$ cat src/hw/bssc_pkg.sv
// Purpose: Shared constants and types for the boot strap and clock select block
// Assumes: 16-bit registers on a 32-bit AHB-Lite data path, one word per register
// Notes: Register indices are kept as printed; byte address is four times the index

package bssc_pkg;

	// ****************************************
	// Register map
	// ****************************************
	localparam logic [15:0] CLK_CFG_INDEX = 16'h1C1F;
	localparam logic [15:0] BOOT_STAT_INDEX = 16'h1C34;
	localparam logic [31:0] CLK_CFG_ADDR = {14'h0000, CLK_CFG_INDEX, 2'h0};
	localparam logic [31:0] BOOT_STAT_ADDR = {14'h0000, BOOT_STAT_INDEX, 2'h0};
	localparam int REG_WIDTH = 16;

	// ****************************************
	// Field layout and reset values
	// ****************************************
	localparam int BOOT_CODE_LSB = 5;
	localparam int BOOT_CODE_W = 4;
	localparam int CLK_PIN_BIT = 2;
	localparam int SYSCLK_SEL_BIT = 0;
	localparam logic SYSCLK_SEL_RESET = 1'h0;
	localparam logic [3:0] BOOT_CODE_RESET = 4'h0;
	localparam logic [31:0] HRDATA_RESET = 32'h0000_0000;

	// ****************************************
	// Synchroniser and polling counts
	// ****************************************
	localparam int SYNC_W = 6;
	localparam logic [2:0] POLL_FIRST = 3'h0;
	localparam logic [2:0] POLL_LAST = 3'h6;

	// ****************************************
	// Boot sources, one-hot
	// ****************************************
	typedef enum logic [11:0] {
		SRC_NOR = 12'h001,
		SRC_NAND = 12'h002,
		SRC_UART = 12'h004,
		SRC_SPI = 12'h008,
		SRC_I2C = 12'h010,
		SRC_CARD0 = 12'h020,
		SRC_CARD1 = 12'h040,
		SRC_HOST = 12'h080,
		SRC_MSPI = 12'h100,
		SRC_USB = 12'h200,
		SRC_POLL = 12'h400,
		SRC_UART_USB = 12'h800
	} bssc_src_t;

	// ****************************************
	// Polling modes, one-hot
	// ****************************************
	typedef enum logic [2:0] {
		POLL_NONE = 3'h1,
		POLL_ONE = 3'h2,
		POLL_TWO = 3'h4
	} bssc_poll_t;

	// ****************************************
	// Decoded boot configuration
	// ****************************************
	typedef struct packed {
		bssc_src_t src;
		logic pll_x3;
		bssc_poll_t poll;
		logic [1:0] rate_sel;
	} bssc_boot_cfg_t;

	localparam bssc_boot_cfg_t BOOT_CFG_RESET = '{SRC_NOR, 1'h0, POLL_NONE, 2'h0};

endpackage

$ cat src/hw/bssc_boot_decode.sv
// Purpose: Decode the latched four-bit boot code into source, clock mode and rate
// Assumes: Code is stable once captured
// Notes: Purely combinational

`timescale 1ns/1ns

module bssc_boot_decode (
	input wire logic [3:0] code,
	output bssc_pkg::bssc_boot_cfg_t cfg
);

	// ****************************************
	// Code table
	// ****************************************
	always_comb begin
		cfg = bssc_pkg::BOOT_CFG_RESET;
		unique case (code)
			4'h0: cfg = '{bssc_pkg::SRC_NOR, 1'h0, bssc_pkg::POLL_NONE, 2'h0};
			4'h1: cfg = '{bssc_pkg::SRC_NAND, 1'h0, bssc_pkg::POLL_NONE, 2'h0};
			4'h2: cfg = '{bssc_pkg::SRC_UART, 1'h1, bssc_pkg::POLL_NONE, 2'h0};
			4'h3: cfg = '{bssc_pkg::SRC_UART, 1'h1, bssc_pkg::POLL_NONE, 2'h1};
			4'h4: cfg = '{bssc_pkg::SRC_UART, 1'h1, bssc_pkg::POLL_NONE, 2'h2};
			4'h5: cfg = '{bssc_pkg::SRC_SPI, 1'h1, bssc_pkg::POLL_NONE, 2'h0};
			4'h6: cfg = '{bssc_pkg::SRC_SPI, 1'h1, bssc_pkg::POLL_NONE, 2'h1};
			4'h7: cfg = '{bssc_pkg::SRC_POLL, 1'h0, bssc_pkg::POLL_TWO, 2'h0};
			4'h8: cfg = '{bssc_pkg::SRC_I2C, 1'h0, bssc_pkg::POLL_NONE, 2'h0};
			4'h9: cfg = '{bssc_pkg::SRC_CARD0, 1'h0, bssc_pkg::POLL_NONE, 2'h0};
			4'hA: cfg = '{bssc_pkg::SRC_CARD1, 1'h0, bssc_pkg::POLL_NONE, 2'h0};
			4'hB: cfg = '{bssc_pkg::SRC_POLL, 1'h0, bssc_pkg::POLL_ONE, 2'h0};
			4'hC: cfg = '{bssc_pkg::SRC_HOST, 1'h1, bssc_pkg::POLL_NONE, 2'h0};
			4'hD: cfg = '{bssc_pkg::SRC_MSPI, 1'h0, bssc_pkg::POLL_NONE, 2'h0};
			4'hE: cfg = '{bssc_pkg::SRC_MSPI, 1'h0, bssc_pkg::POLL_NONE, 2'h1};
			4'hF: cfg = '{bssc_pkg::SRC_USB, 1'h1, bssc_pkg::POLL_NONE, 2'h0};
		endcase
	end

endmodule // bssc_boot_decode

$ cat src/hw/bssc_boot_strap_clock_select.sv
// Purpose: Boot strap capture, boot decode, polling order and clock configuration register
// Assumes: AHB-Lite single word transfers, zero wait states, one system clock
// Notes: Strap and clock pins pass two flip-flops before use

`timescale 1ns/1ns

module bssc_boot_strap_clock_select (
	input wire logic clk,
	input wire logic reset_n,
	input wire logic hsel,
	input wire logic [31:0] haddr,
	input wire logic [1:0] htrans,
	input wire logic hwrite,
	input wire logic [2:0] hsize,
	input wire logic [31:0] hwdata,
	input wire logic hready,
	output logic hreadyout,
	output logic [31:0] hrdata,
	output logic hresp,
	input wire logic [3:0] ext_addr_strap_pins,
	input wire logic [3:0] gpio_strap_pins,
	input wire logic strap_group_select,
	input wire logic clock_select_pin,
	input wire logic card_command_line,
	input wire logic poll_attempt_failed,
	input wire logic boot_image_found,
	output logic [3:0] boot_strap_code,
	output logic strap_captured,
	output bssc_pkg::bssc_boot_cfg_t boot_config,
	output logic sysclk_source_select,
	output logic poll_active,
	output bssc_pkg::bssc_src_t poll_source
);

	// ****************************************
	// Reset release
	// ****************************************
	logic rst_meta_q;
	logic rst_n_q;

	always_ff @(posedge clk or negedge reset_n) begin
		if (!reset_n) begin
			rst_meta_q <= 1'h0;
			rst_n_q <= 1'h0;
		end else begin
			rst_meta_q <= 1'h1;
			rst_n_q <= rst_meta_q;
		end
	end

	// ****************************************
	// Pin synchronisers
	// ****************************************
	logic [bssc_pkg::SYNC_W-1:0] pin_raw;
	logic [bssc_pkg::SYNC_W-1:0] pin_meta_q;
	logic [bssc_pkg::SYNC_W-1:0] pin_sync_q;
	logic [3:0] strap_sync;
	logic clk_pin_sync;
	logic card_cmd_sync;

	assign pin_raw = {clock_select_pin, card_command_line,
		strap_group_select ? gpio_strap_pins : ext_addr_strap_pins};

	always_ff @(posedge clk or negedge reset_n) begin
		if (!reset_n) begin
			pin_meta_q <= '0;
			pin_sync_q <= '0;
		end else begin
			pin_meta_q <= pin_raw;
			pin_sync_q <= pin_meta_q;
		end
	end

	assign strap_sync = pin_sync_q[3:0];
	assign card_cmd_sync = pin_sync_q[4];
	assign clk_pin_sync = pin_sync_q[5];

	// ****************************************
	// Strap capture
	// ****************************************
	logic captured_q;
	logic [3:0] code_q;

	always_ff @(posedge clk or negedge rst_n_q) begin
		if (!rst_n_q) begin
			captured_q <= 1'h0;
			code_q <= bssc_pkg::BOOT_CODE_RESET;
		end else if (!captured_q) begin
			captured_q <= 1'h1;
			code_q <= strap_sync;
		end
	end

	assign boot_strap_code = code_q;
	assign strap_captured = captured_q;

	// ****************************************
	// Boot decode
	// ****************************************
	bssc_pkg::bssc_boot_cfg_t cfg_dec;
	bssc_pkg::bssc_boot_cfg_t cfg_q;

	bssc_boot_decode u_decode (
		.code(code_q),
		.cfg(cfg_dec)
	);

	always_ff @(posedge clk or negedge rst_n_q) begin
		if (!rst_n_q) begin
			cfg_q <= bssc_pkg::BOOT_CFG_RESET;
		end else begin
			cfg_q <= cfg_dec;
		end
	end

	assign boot_config = cfg_q;

	// ****************************************
	// Polling order
	// ****************************************
	function automatic bssc_pkg::bssc_src_t poll_list(input bssc_pkg::bssc_poll_t mode, input logic [2:0] step);
		bssc_pkg::bssc_src_t src;
		src = bssc_pkg::SRC_NOR;
		case (step)
			3'h0: src = bssc_pkg::SRC_NOR;
			3'h1: src = bssc_pkg::SRC_NAND;
			3'h2: src = bssc_pkg::SRC_SPI;
			3'h3: src = bssc_pkg::SRC_I2C;
			3'h4: src = bssc_pkg::SRC_CARD0;
			3'h5: src = (mode == bssc_pkg::POLL_ONE) ? bssc_pkg::SRC_CARD1 : bssc_pkg::SRC_MSPI;
			3'h6: src = bssc_pkg::SRC_UART_USB;
			default: src = bssc_pkg::SRC_NOR;
		endcase
		return src;
	endfunction

	logic [2:0] poll_step_q;
	logic [2:0] poll_step_d;
	logic poll_found_q;
	logic poll_on;
	logic poll_on_card;
	logic poll_hold;
	logic poll_advance;
	bssc_pkg::bssc_src_t poll_cur;
	bssc_pkg::bssc_src_t poll_source_q;
	logic poll_active_q;

	assign poll_on = captured_q && (cfg_q.poll != bssc_pkg::POLL_NONE) && !poll_found_q;
	assign poll_cur = poll_list(cfg_q.poll, poll_step_q);
	assign poll_on_card = (poll_cur == bssc_pkg::SRC_CARD0) || (poll_cur == bssc_pkg::SRC_CARD1);
	assign poll_hold = poll_on_card && !card_cmd_sync;
	assign poll_advance = poll_on && poll_attempt_failed && !poll_hold;
	assign poll_step_d = !poll_advance ? poll_step_q :
		(poll_step_q == bssc_pkg::POLL_LAST) ? bssc_pkg::POLL_FIRST : poll_step_q + 3'h1;

	always_ff @(posedge clk or negedge rst_n_q) begin
		if (!rst_n_q) begin
			poll_step_q <= bssc_pkg::POLL_FIRST;
			poll_found_q <= 1'h0;
			poll_source_q <= bssc_pkg::SRC_NOR;
			poll_active_q <= 1'h0;
		end else begin
			poll_step_q <= poll_step_d;
			poll_found_q <= poll_found_q || (poll_on && boot_image_found);
			poll_source_q <= poll_cur;
			poll_active_q <= poll_on;
		end
	end

	assign poll_source = poll_source_q;
	assign poll_active = poll_active_q;

	// ****************************************
	// Bus address phase
	// ****************************************
	logic accept;
	logic sel_clk_cfg;
	logic sel_boot;
	logic wr_pend_q;
	logic wr_clk_cfg_q;
	logic sysclk_q;
	logic sysclk_now;
	logic [15:0] clk_cfg_word;
	logic [15:0] boot_word;
	logic [31:0] hrdata_d;
	logic [31:0] hrdata_q;
	logic hreadyout_q;
	logic hresp_q;

	assign accept = hsel && htrans[1] && hready && (hsize == 3'h2);
	assign sel_clk_cfg = (haddr == bssc_pkg::CLK_CFG_ADDR);
	assign sel_boot = (haddr == bssc_pkg::BOOT_STAT_ADDR);

	// Forward a write still in its data phase to a read right behind it
	assign sysclk_now = (wr_pend_q && wr_clk_cfg_q) ? hwdata[bssc_pkg::SYSCLK_SEL_BIT] : sysclk_q;
	assign clk_cfg_word = (16'(sysclk_now) << bssc_pkg::SYSCLK_SEL_BIT) |
		(16'(clk_pin_sync) << bssc_pkg::CLK_PIN_BIT);
	assign boot_word = 16'(code_q) << bssc_pkg::BOOT_CODE_LSB;
	assign hrdata_d = sel_clk_cfg ? {16'h0000, clk_cfg_word} :
		sel_boot ? {16'h0000, boot_word} : 32'h0000_0000;

	// ****************************************
	// Bus data phase and registers
	// ****************************************
	always_ff @(posedge clk or negedge rst_n_q) begin
		if (!rst_n_q) begin
			wr_pend_q <= 1'h0;
			wr_clk_cfg_q <= 1'h0;
			hrdata_q <= bssc_pkg::HRDATA_RESET;
			hreadyout_q <= 1'h1;
			hresp_q <= 1'h0;
		end else begin
			wr_pend_q <= accept && hwrite;
			wr_clk_cfg_q <= accept && hwrite && sel_clk_cfg;
			hreadyout_q <= 1'h1;
			hresp_q <= 1'h0;
			if (accept && !hwrite) begin
				hrdata_q <= hrdata_d;
			end
		end
	end

	always_ff @(posedge clk or negedge rst_n_q) begin
		if (!rst_n_q) begin
			sysclk_q <= bssc_pkg::SYSCLK_SEL_RESET;
		end else if (wr_pend_q && wr_clk_cfg_q) begin
			sysclk_q <= hwdata[bssc_pkg::SYSCLK_SEL_BIT];
		end
	end

	assign hrdata = hrdata_q;
	assign hreadyout = hreadyout_q;
	assign hresp = hresp_q;
	assign sysclk_source_select = sysclk_q;
endmodule // bssc_boot_strap_clock_select

$ cat config.mk
export PLATFORM = sky130hd
export DESIGN_NAME = bssc_boot_strap_clock_select
export DESIGN_NICKNAME = d
export VERILOG_FILES = /design/src/hw/bssc_pkg.sv /design/src/hw/bssc_boot_decode.sv /design/src/hw/bssc_boot_strap_clock_select.sv
export SDC_FILE = /design/constraint.sdc
export NUM_CORES = 1
export LEC_CHECK = 0
export ABC_AREA = 0
export BUFFER_PORTS_ARGS = -buffer_cell sky130_fd_sc_hd__buf_2
export CORE_MARGIN = 2
export CORE_UTILIZATION = 47
export CTS_BUF_LIST = sky130_fd_sc_hd__clkbuf_2 sky130_fd_sc_hd__clkbuf_4 sky130_fd_sc_hd__clkbuf_8
export DETAILED_ROUTE_END_ITERATION = 8
export PLACE_DENSITY = 0.87
export SLEW_MARGIN = 20
export SYNTH_ARGS = -nofsm -noshare
export SYNTH_HDL_FRONTEND = slang
export SYNTH_SLANG_ARGS = --single-unit
$ cat constraint.sdc
create_clock -name clk -period 2.7 [get_ports clk]
set_clock_uncertainty 0.15 [all_clocks]
set_input_delay 0.405 -clock clk [delete_from_list [all_inputs] [get_ports clk]]
set_output_delay 0.405 -clock clk [all_outputs]
set_load 0.01 [all_outputs]
==> impl.org, run 1 <==
** Pwr
- Across the VDD grid, the largest voltage drop is ~0.00038 V.
- For this design the ratio of total power to cell area is between 700 and 800 nW/um^2.
- The design draws about 0.0022 W.
- Summed over all cells, the static leakage comes to 1.68 nW.

** Worst setup path
- Reg2reg end :: poll_step_q[2]$_DFFE_PN0P_
- The startpoint identified for the worst register-to-register timing path is poll_step_q[0]$_DFFE_PN0P_.
- Length in cells of the worst reg-to-reg path :: 5
- Register-to-register path setup slack :: 720 ps
- Along the worst path, the maximum fanout reaches 8.
- STA puts the critical path data required time at between 2000 and 3000 ps.
- Worst endpoint data arrival time :: about 2000 ps
- Endpoint type of the worst setup path :: register
- STA classifies the critical path startpoint as a register.
- CP Class :: reg2reg

** Yosys
- Counting flops and latches in the post-synthesis netlist gives 58.
- In the synthesized netlist, the number of instances is roughly 200.
- The mapped netlist covers 2470 sq um.
- Yosys mapped a number of flops with a built-in enable equal to 0.
- Most common flop cell mapped by yosys :: dfrtp_1
- Cell variety after synth :: 40
- For this run, the number of Yosys warnings is 0.
- Post-Syn Area per Cell :: approximately 12 sq um
- Of all flip-flops after synthesis, the portion carrying an async set or reset was 100%.
- Share of Yosys cell area claimed by the top area cell type :: between 50% and 60%
- Most frequent cells after synthesis :: dfrtp_1, buf_4
- Cell taking the most area after synthesis :: dfrtp_1
- Yosys instantiated no cell more often than dfrtp_1.
- Yosys attributes the largest share of cell area to dfrtp_1, buf_4, mux2_2.
- Sequential cells were found to cover 58.8% of the synthesized design area.

** Clocking
- Setup Fix Bufs, Post-CTS :: 0
- Gates resized during post-CTS repair numbered 0.
- Maximum buffer depth of the clock tree :: 2
- After clock tree synthesis, the clock-pin slew on the worst setup and hold paths is 60 ps.
- TritonCTS created 9 clock buffers.
- Clock Sink Count :: 58
- Clock tree from TritonCTS :: done
- In this run the number of H-tree levels came out at 3.
- Source-to-sink clock delay at the later pin of the worst-skew pair :: between 300 and 400 ps
- The tree is rooted in a clkbuf_8.

** Worst hold path
- For hold timing, the worst endpoint is pin_meta_q[5]$_DFF_PN0_.
- The tightest min-delay check is of the in2reg type.
- Counting instances, the worst hold path has a depth of 1.
- Hold Path Origin :: clock_select_pin

** Global routing
- The number of global-route vias before repair was about 1.5k.
- Number of antenna violations at the first check in global routing :: 0
- The total overflow left after global routing is 0.
- Global routing consumed, over all layers together, roughly 15% of the routing resources.
- Entering global routing, the biggest net connects 45 pins.
- The first global-routing pass estimated around 7000 um of wire.

** STA
- In this run the tightest slew margin relative to its limit is between 40% and 50%.
- The total count of hold-check failures in the final report came to 0.
- At the pin with the least slew margin, the transition time is approximately 880 ps.
- Number of setup violations in the final report :: 0
- The worst path uses around 73% of the clock period.
- Fmax achieved :: slightly above 500 MHz
- Accumulated negative setup slack :: 0 ps
- Number of pins with negative max-slew slack in the final report :: 0
- Final critical delay including setup and external delays :: between 1500 and 2000 ps
- Unrepaired setup endpoints after global routing :: false

** Final layout
- Antenna diode count :: 0
- The area growth from synthesis to layout is 25.2%.
- Layout Cell Area excl Fill :: 3100 sq um
- Cells with a size suffix above 1 make up between 40% and 50% of the layout.
- Final-stage net count :: 396
- Once layout is complete, the utilization of the core stands at roughly 60%.
- The sequential cells in the finished layout cover a total of 1460 sq um.
- In the final layout, the multi-input gates occupy about 860 sq um.
- After filler insertion, the fill cell instance count of the layout stands at between 400 and 500.

** Placed design
- Detailed placement ended at an HPWL of about 3200 um.
- Quantity of I/O buffers inserted on ports :: 92
- Gpl congestion :: 0.785
- The placed instances occupy a cell area of between 2000 and 3000 sq um.

** Routing
- The first detailed-routing pass took 4 iterations.
- After detailed routing, the average wire length per cell comes to roughly 11 um.
- For this block, the routed nets add up to approximately 4200 um of wire.
- The first routing iteration left between 40 and 50 violations.
- DRC Markers :: 0
- Using the TritonRoute via totals, the vias-per-cell ratio works out to ~4.5.
- Vias :: 1675
- The detail route stage leaves a number of antenna-violating nets equal to 0.

** Flow run
- Max-cap violation count :: 0

** Floorplanning
- Core ar. :: a little over 5000 sq um
- In this run the horizontal extent of the chip is 76.5 um.
- The die is between 70 and 80 um tall.
- Once the floorplan was initialized, standard cells occupied 48.4% of the core.
- Number of primary I/O pins :: around 160
- Die Outline Area :: 5860 sq um
- Row generation in the floorplan step produced 26 rows.

** Outcome
- The flow ran to the end, and the final reports show no timing, DRC or antenna violations.
what timing repair did:
| action | CTS | global route |
|---|---|---|
| hold buffers | 1 | 0 |
| endpoints found under the setup margin | 0 | 0 |
| endpoints found under the hold margin | 14 | 0 |
flip-flops by register name, summed over array words and instances (netlist names), 3 cells and up:
register and count:
pin_sync_q 6, boot_strap_code 4, boot_config 17, poll_source 8, poll_step_q 3, hrdata 6
pin_meta_q 6
logic make-up (layout without fill, tap and decap cells):
group | after synthesis | count (layout) | synth area share [%]
and+or+nand+nor | 66 | 66 | 15.9
DFF | 58 | 58 | 58.8
buffers and inverters | 43 | 115 | 11.5
AOI/OAI and AO/OA | 13 | 13 | 4.30
muxes | 13 | 13 | 6.12
adders and majority gates | 6 | 6 | 3.03
other | 2 | 35 | 0.304
area by class of cell:
| cell class | instances | area share (%) |
|---|---|---|
| clock buffers | 11 | 4.89 |
| well taps | 70 | 2.83 |
| clock inverters | 3 | 1.29 |
| multi-input cells | 133 | 27.7 |
| inverters | 7 | 0.848 |
| repair buffers | 94 | 15.4 |
| flip-flops and latches | 58 | 47.0 |
critical path, cell delays in order (launching register included):
cell	delay [ps]
dfrtp_1	450
and2_1	210
ha_1	190
a2111o_1	360
and3_4	210
mux2_4	290
layout by cell type, fill, tap and decap left out, drive strengths merged, types with 2 or more instances in the layout:
cell / n
a22o: 3
a31o: 4
and2: 9
and3: 7
buf: 93
clkbuf: 11
clkinv: 2
conb: 35
dfrtp: 55
dfstp: 3
ha: 6
inv: 7
mux2: 11
mux2i: 2
nand2: 9
nand2b: 3
nor2: 9
nor2b: 6
nor3: 3
nor3b: 2
nor4: 6
o22ai: 2
worst max-delay path by stage:
stage,from,to,cells past startpoint
after global routing,poll_step_q[0]$_DFFE_PN0P_,poll_step_q[2]$_DFFE_PN0P_,5
after floorplan,boot_config[4]$_DFF_PN0_,poll_step_q[0]$_DFFE_PN0P_,4
after detailed placement,haddr[9],hrdata[6]$_DFFE_PN0P_,5
after global placement,haddr[9],hrdata[8]$_DFFE_PN0P_,5
final,poll_step_q[0]$_DFFE_PN0P_,poll_step_q[2]$_DFFE_PN0P_,5
after CTS,boot_config[4]$_DFF_PN0_,poll_step_q[2]$_DFFE_PN0P_,4
report_power, final:
| group | total [W] | internal (W) | switching, W | leakage (nW) |
|---|---|---|---|---|
| logic | 0.000390 | 0.000195 | 0.000195 | 0.853 |
| clock network | 0.000765 | 0.000462 | 0.000302 | 0.101 |
| registers | 0.00108 | 0.000988 | 0.0000963 | 0.730 |
| total | 0.00224 | 0.00165 | 0.000593 | 1.68 |
per-stage QoR:
step / instances / setup WS [ps] / hold WS [ps]
finish: 376 / 725 / 34.2
CTS: 376 / 725 / 20.3
detailed placement: 361 / 658 / 157
floorplan: 234 / 766 / -40.6
global placement: 361 / 640 / 153
global route: 376 / 668 / 21.9
metal layers:
metal  routed length (um)  GRT usage, %  share of wire (%)  vias up
li1                     -             -                  -      816
met1                 1780          18.2                 42      777
met2                 2040          25.3                 49       74
met3                  269          3.44                6.4        8
met4                  107          10.5                2.5        0
met5                    0             0                  0        -
Power figures use the tool's default switching activity.
==> run 2: changes to the inputs <==
--- a/config.mk
+++ b/config.mk
@@ -8,10 +8,10 @@
 export ABC_AREA = 0
 export BUFFER_PORTS_ARGS = -buffer_cell sky130_fd_sc_hd__buf_2
 export CORE_MARGIN = 2
-export CORE_UTILIZATION = 47
+export CORE_UTILIZATION = 44
 export CTS_BUF_LIST = sky130_fd_sc_hd__clkbuf_2 sky130_fd_sc_hd__clkbuf_4 sky130_fd_sc_hd__clkbuf_8
 export DETAILED_ROUTE_END_ITERATION = 8
-export PLACE_DENSITY = 0.87
+export PLACE_DENSITY = 0.83
 export SLEW_MARGIN = 20
 export SYNTH_ARGS = -nofsm -noshare
 export SYNTH_HDL_FRONTEND = slang
==> constraint.sdc (replaced) <==
create_clock -name clk -period 1.87 [get_ports clk]
set_clock_uncertainty 0.15 [all_clocks]
set_input_delay 0.2805 -clock clk [delete_from_list [all_inputs] [get_ports clk]]
set_output_delay 0.2805 -clock clk [all_outputs]
set_load 0.01 [all_outputs]
==> run 2 against run 1 <==
  * The run now ends with setup timing left
  * Utilization decreased by 1.7 points
  * Largest power group unchanged
  * Cell area increased by 4.1%
  * Cell count increased by 4.8%
==> impl.org, run 2 (synthesis results as in run 1) <==
** Outcome
- The flow ran to the end, but the final reports show violations.
- The final reports fail on setup timing.

** Global routing
- Number of antenna violations at the first check in global routing :: 0 (unchanged)
- Largest net degree at the start of global routing :: 22 (-51%)
- GR Overflow Total :: 0 (unchanged)
- Vias in the first global route :: 1688 (+9.6%)
- The first-pass GRT wire length came to 7420 um (+5.6%).
- The total routing usage reported by global routing is 15.6% (+0.074 points).

** Worst setup path
- Startpoint of the worst-slack reg-to-reg timing path :: boot_config[4]$_DFF_PN0_
- Worst endpoint data arrival time :: 1940 ps (-100 ps)
- The worst setup path is captured at a register.
- Data required time of the worst path :: 1940 ps (-820 ps)
- Traced cell by cell, the critical path runs through or3b_4 > a2111o_1 > and3_4 > mux2_4.
- The biggest cell delay along the critical path came to 400 ps (-50 ps).
- CP Class :: reg2reg
- The depth of the worst register-to-register path was 4 (-1).
- Setup crit start :: boot_config[4]$_DFF_PN0_
- Reg2reg end :: poll_step_q[0]$_DFFE_PN0P_
- Register-to-register path setup slack :: -2 ps (-730 ps)
- Worst Setup Start Kind :: register
- Highest net fanout along the worst path :: 3 (-5)
- Cell with the biggest individual delay on the critical path :: or3b_4

** Clocking
- Clock tree from TritonCTS :: done
- The number of gates given a new drive strength after cts came to 0 (unchanged).
- Clock tree synthesis selected as its root buffer the cell clkbuf_8.
- The clock transition at the registers of the reported paths is 70 ps (about the same).
- The total CTS buffers is 9 (unchanged).
- The maximum level of the CTS H-tree was 3 (unchanged).
- The clock latency of the later-clocked register in the worst-skew pair is 330 ps (about the same).
- The clock tree buffer depth came to 2 (unchanged).
- The sink count of the clock tree is 58 (unchanged).

** Floorplanning
- Initial cell density of the core :: 45.2% (-3.2 points)
- Vertical die dimension :: 79.0 um (+3.2%)
- Die Outline Area :: 6240 sq um (+6.5%)
- The boundary pin count came to 158 (unchanged).
- Std-Cell Rows :: 27 (+3.8%)
- The die boundary width came to 79.0 um (+3.2%).
- The area of the core was 5470 sq um (+7.2%).

** Final layout
- Antenna diode count :: 0 (unchanged)
- Most common cell after layout, fill and taps aside :: buf_2
- Area occupied by multi-input gates :: 857 sq um (unchanged)
- Layout Cell Area excl Fill :: 3220 sq um (+4.1%)
- The layout net count came to 410 (+3.5%).
- Compared with the post-synthesis result, the final layout area differs by 30.3%.
- Fill cell count :: 482 (+9.8%)
- Layout cells sized above 1 :: 44.4% (+1.9 points)
- Commonest cells after routing, fill and taps aside :: buf_2, dfrtp_1, conb_1
- Largest register FFs :: 17 (unchanged)
- Final Util :: 58.9% (-1.7 points)
- The sequential cell area in the final layout was 1460 sq um (unchanged).

** Placed design
- The number of buffer cells added on primary ports is 92 (unchanged).
- The weighted congestion reported at the end of routability-driven placement came to 0.801 (+2.1%).
- The post-place instance area was 2970 sq um (+2.7%).
- Placed wire-length estimate :: 3280 um (+3.3%)

** Routing
- The per-cell routed wire length came to 11.2 um (about the same).
- The via count is 1736 (+3.6%).
- First-pass iteration count of the detailed router :: 4 (unchanged)
- The number of antenna-violating nets in the routed design was 0 (unchanged).
- The post-detailed-route DRC marker count is 0 (unchanged).
- The initial DRC count came to 72 (+67%).
- DR vias/cell :: 4.41 (-1.1%)
- The total length of routed wires came to 4400 um (+4.8%).

** STA
- The number of failing setup endpoints in the final timing report is 1 (+1).
- Smallest setup slack after layout :: -1.56 ps (-726 ps)
- Final hold violation count :: 0 (unchanged)
- The number of pins exceeding their max-slew limit in the final report is 0 (unchanged).
- The maximum clock frequency was 534 MHz (+5.5%).
- Final critical delay including setup and external delays :: 1870 ps (-104 ps)
- The final worst-path cycle share was 100% (+27 points).
- Unrepaired setup endpoints after global routing :: true
- Accumulated negative setup slack :: -1.56 ps (-1.56 ps)

** Worst hold path
- Cell depth of the worst hold path :: 3 (+2)
- Worst hold path endpoint :: wr_pend_q$_DFF_PN0_
- Hold Path Origin :: hwrite
- The tightest min-delay check is of the in2reg type.

** Pwr
- Largest vdd supply drop :: 0.000644 V (+70%)
- The leakage power is 1.76 nW (+4.3%).
- Power density normalized to cell area :: 1040 nW/um^2 (+43%)

** Flow run
- Max-cap violation count :: 0 (unchanged)
run 2: where the power goes:
part	switching, W	internal, W
logic	0.000346	0.000334
registers	0.0000974	0.00143
clock network	0.000455	0.000679
total	0.000899	0.00244
run 2: worst max-delay path by stage:
| stage | to | slack (ps) |
|---|---|---|
| floorplan | poll_step_q[0]$_DFFE_PN0P_ | -10 |
| global placement | poll_step_q[2]$_DFFE_PN0P_ | 8 |
| finish | poll_step_q[0]$_DFFE_PN0P_ | -2 |
| CTS | poll_step_q[0]$_DFFE_PN0P_ | -20 |
| detailed placement | poll_step_q[0]$_DFFE_PN0P_ | -8 |
| global route | poll_step_q[0]$_DFFE_PN0P_ | -50 |
run 2: routing by layer:
metal  routed length (um)  part of all wire, %  vias up  GRT usage [%]
met5                    0                    0        -              0
met4                   95                  2.2        0           7.41
met3                  329                  7.5        9           5.11
met2                 2280                   52       78           27.3
met1                 1700                   39      805           16.9
li1                     -                    -      844              -
run 2: repair_timing:
| action | 4_1_cts | 5_1_grt |
|---|---|---|
| buffers inserted | 0 | 1 |
| hold endpoints to repair | 17 | 0 |
| hold buffers | 4 | 0 |
| endpoints found under the setup margin | 2 | 2 |
run 2: through the flow:
stage	hold WS, ps	std cells	worst slack (ps)	power, W
detailed placement	36.2	373	-8.17	0.00221
global route	22.5	394	-47.1	0.00355
CTS	23.9	393	-17.6	0.00337
finish	37.8	394	-1.56	0.00334
floorplan	-165	234	-13.8	0.00196
global placement	33.1	373	7.77	0.00218
run 2: area by class of cell:
cell class / count / area share [%]
Clock buffer: 11 / 4.70
Clock inverter: 5 / 1.63
Inverter: 7 / 0.815
Multi-Input combinational cell: 133 / 26.6
Sequential cell: 58 / 45.2
Tap cell: 72 / 2.79
Timing Repair Buffer: 108 / 18.3
run 2: critical path: cells and delay by family, from the launching register on:
| family | cells | cell delay [ps] |
|---|---|---|
| compound gates | 1 | 370 |
| simple gates | 2 | 570 |
| flops | 1 | 370 |
| mux | 1 | 300 |
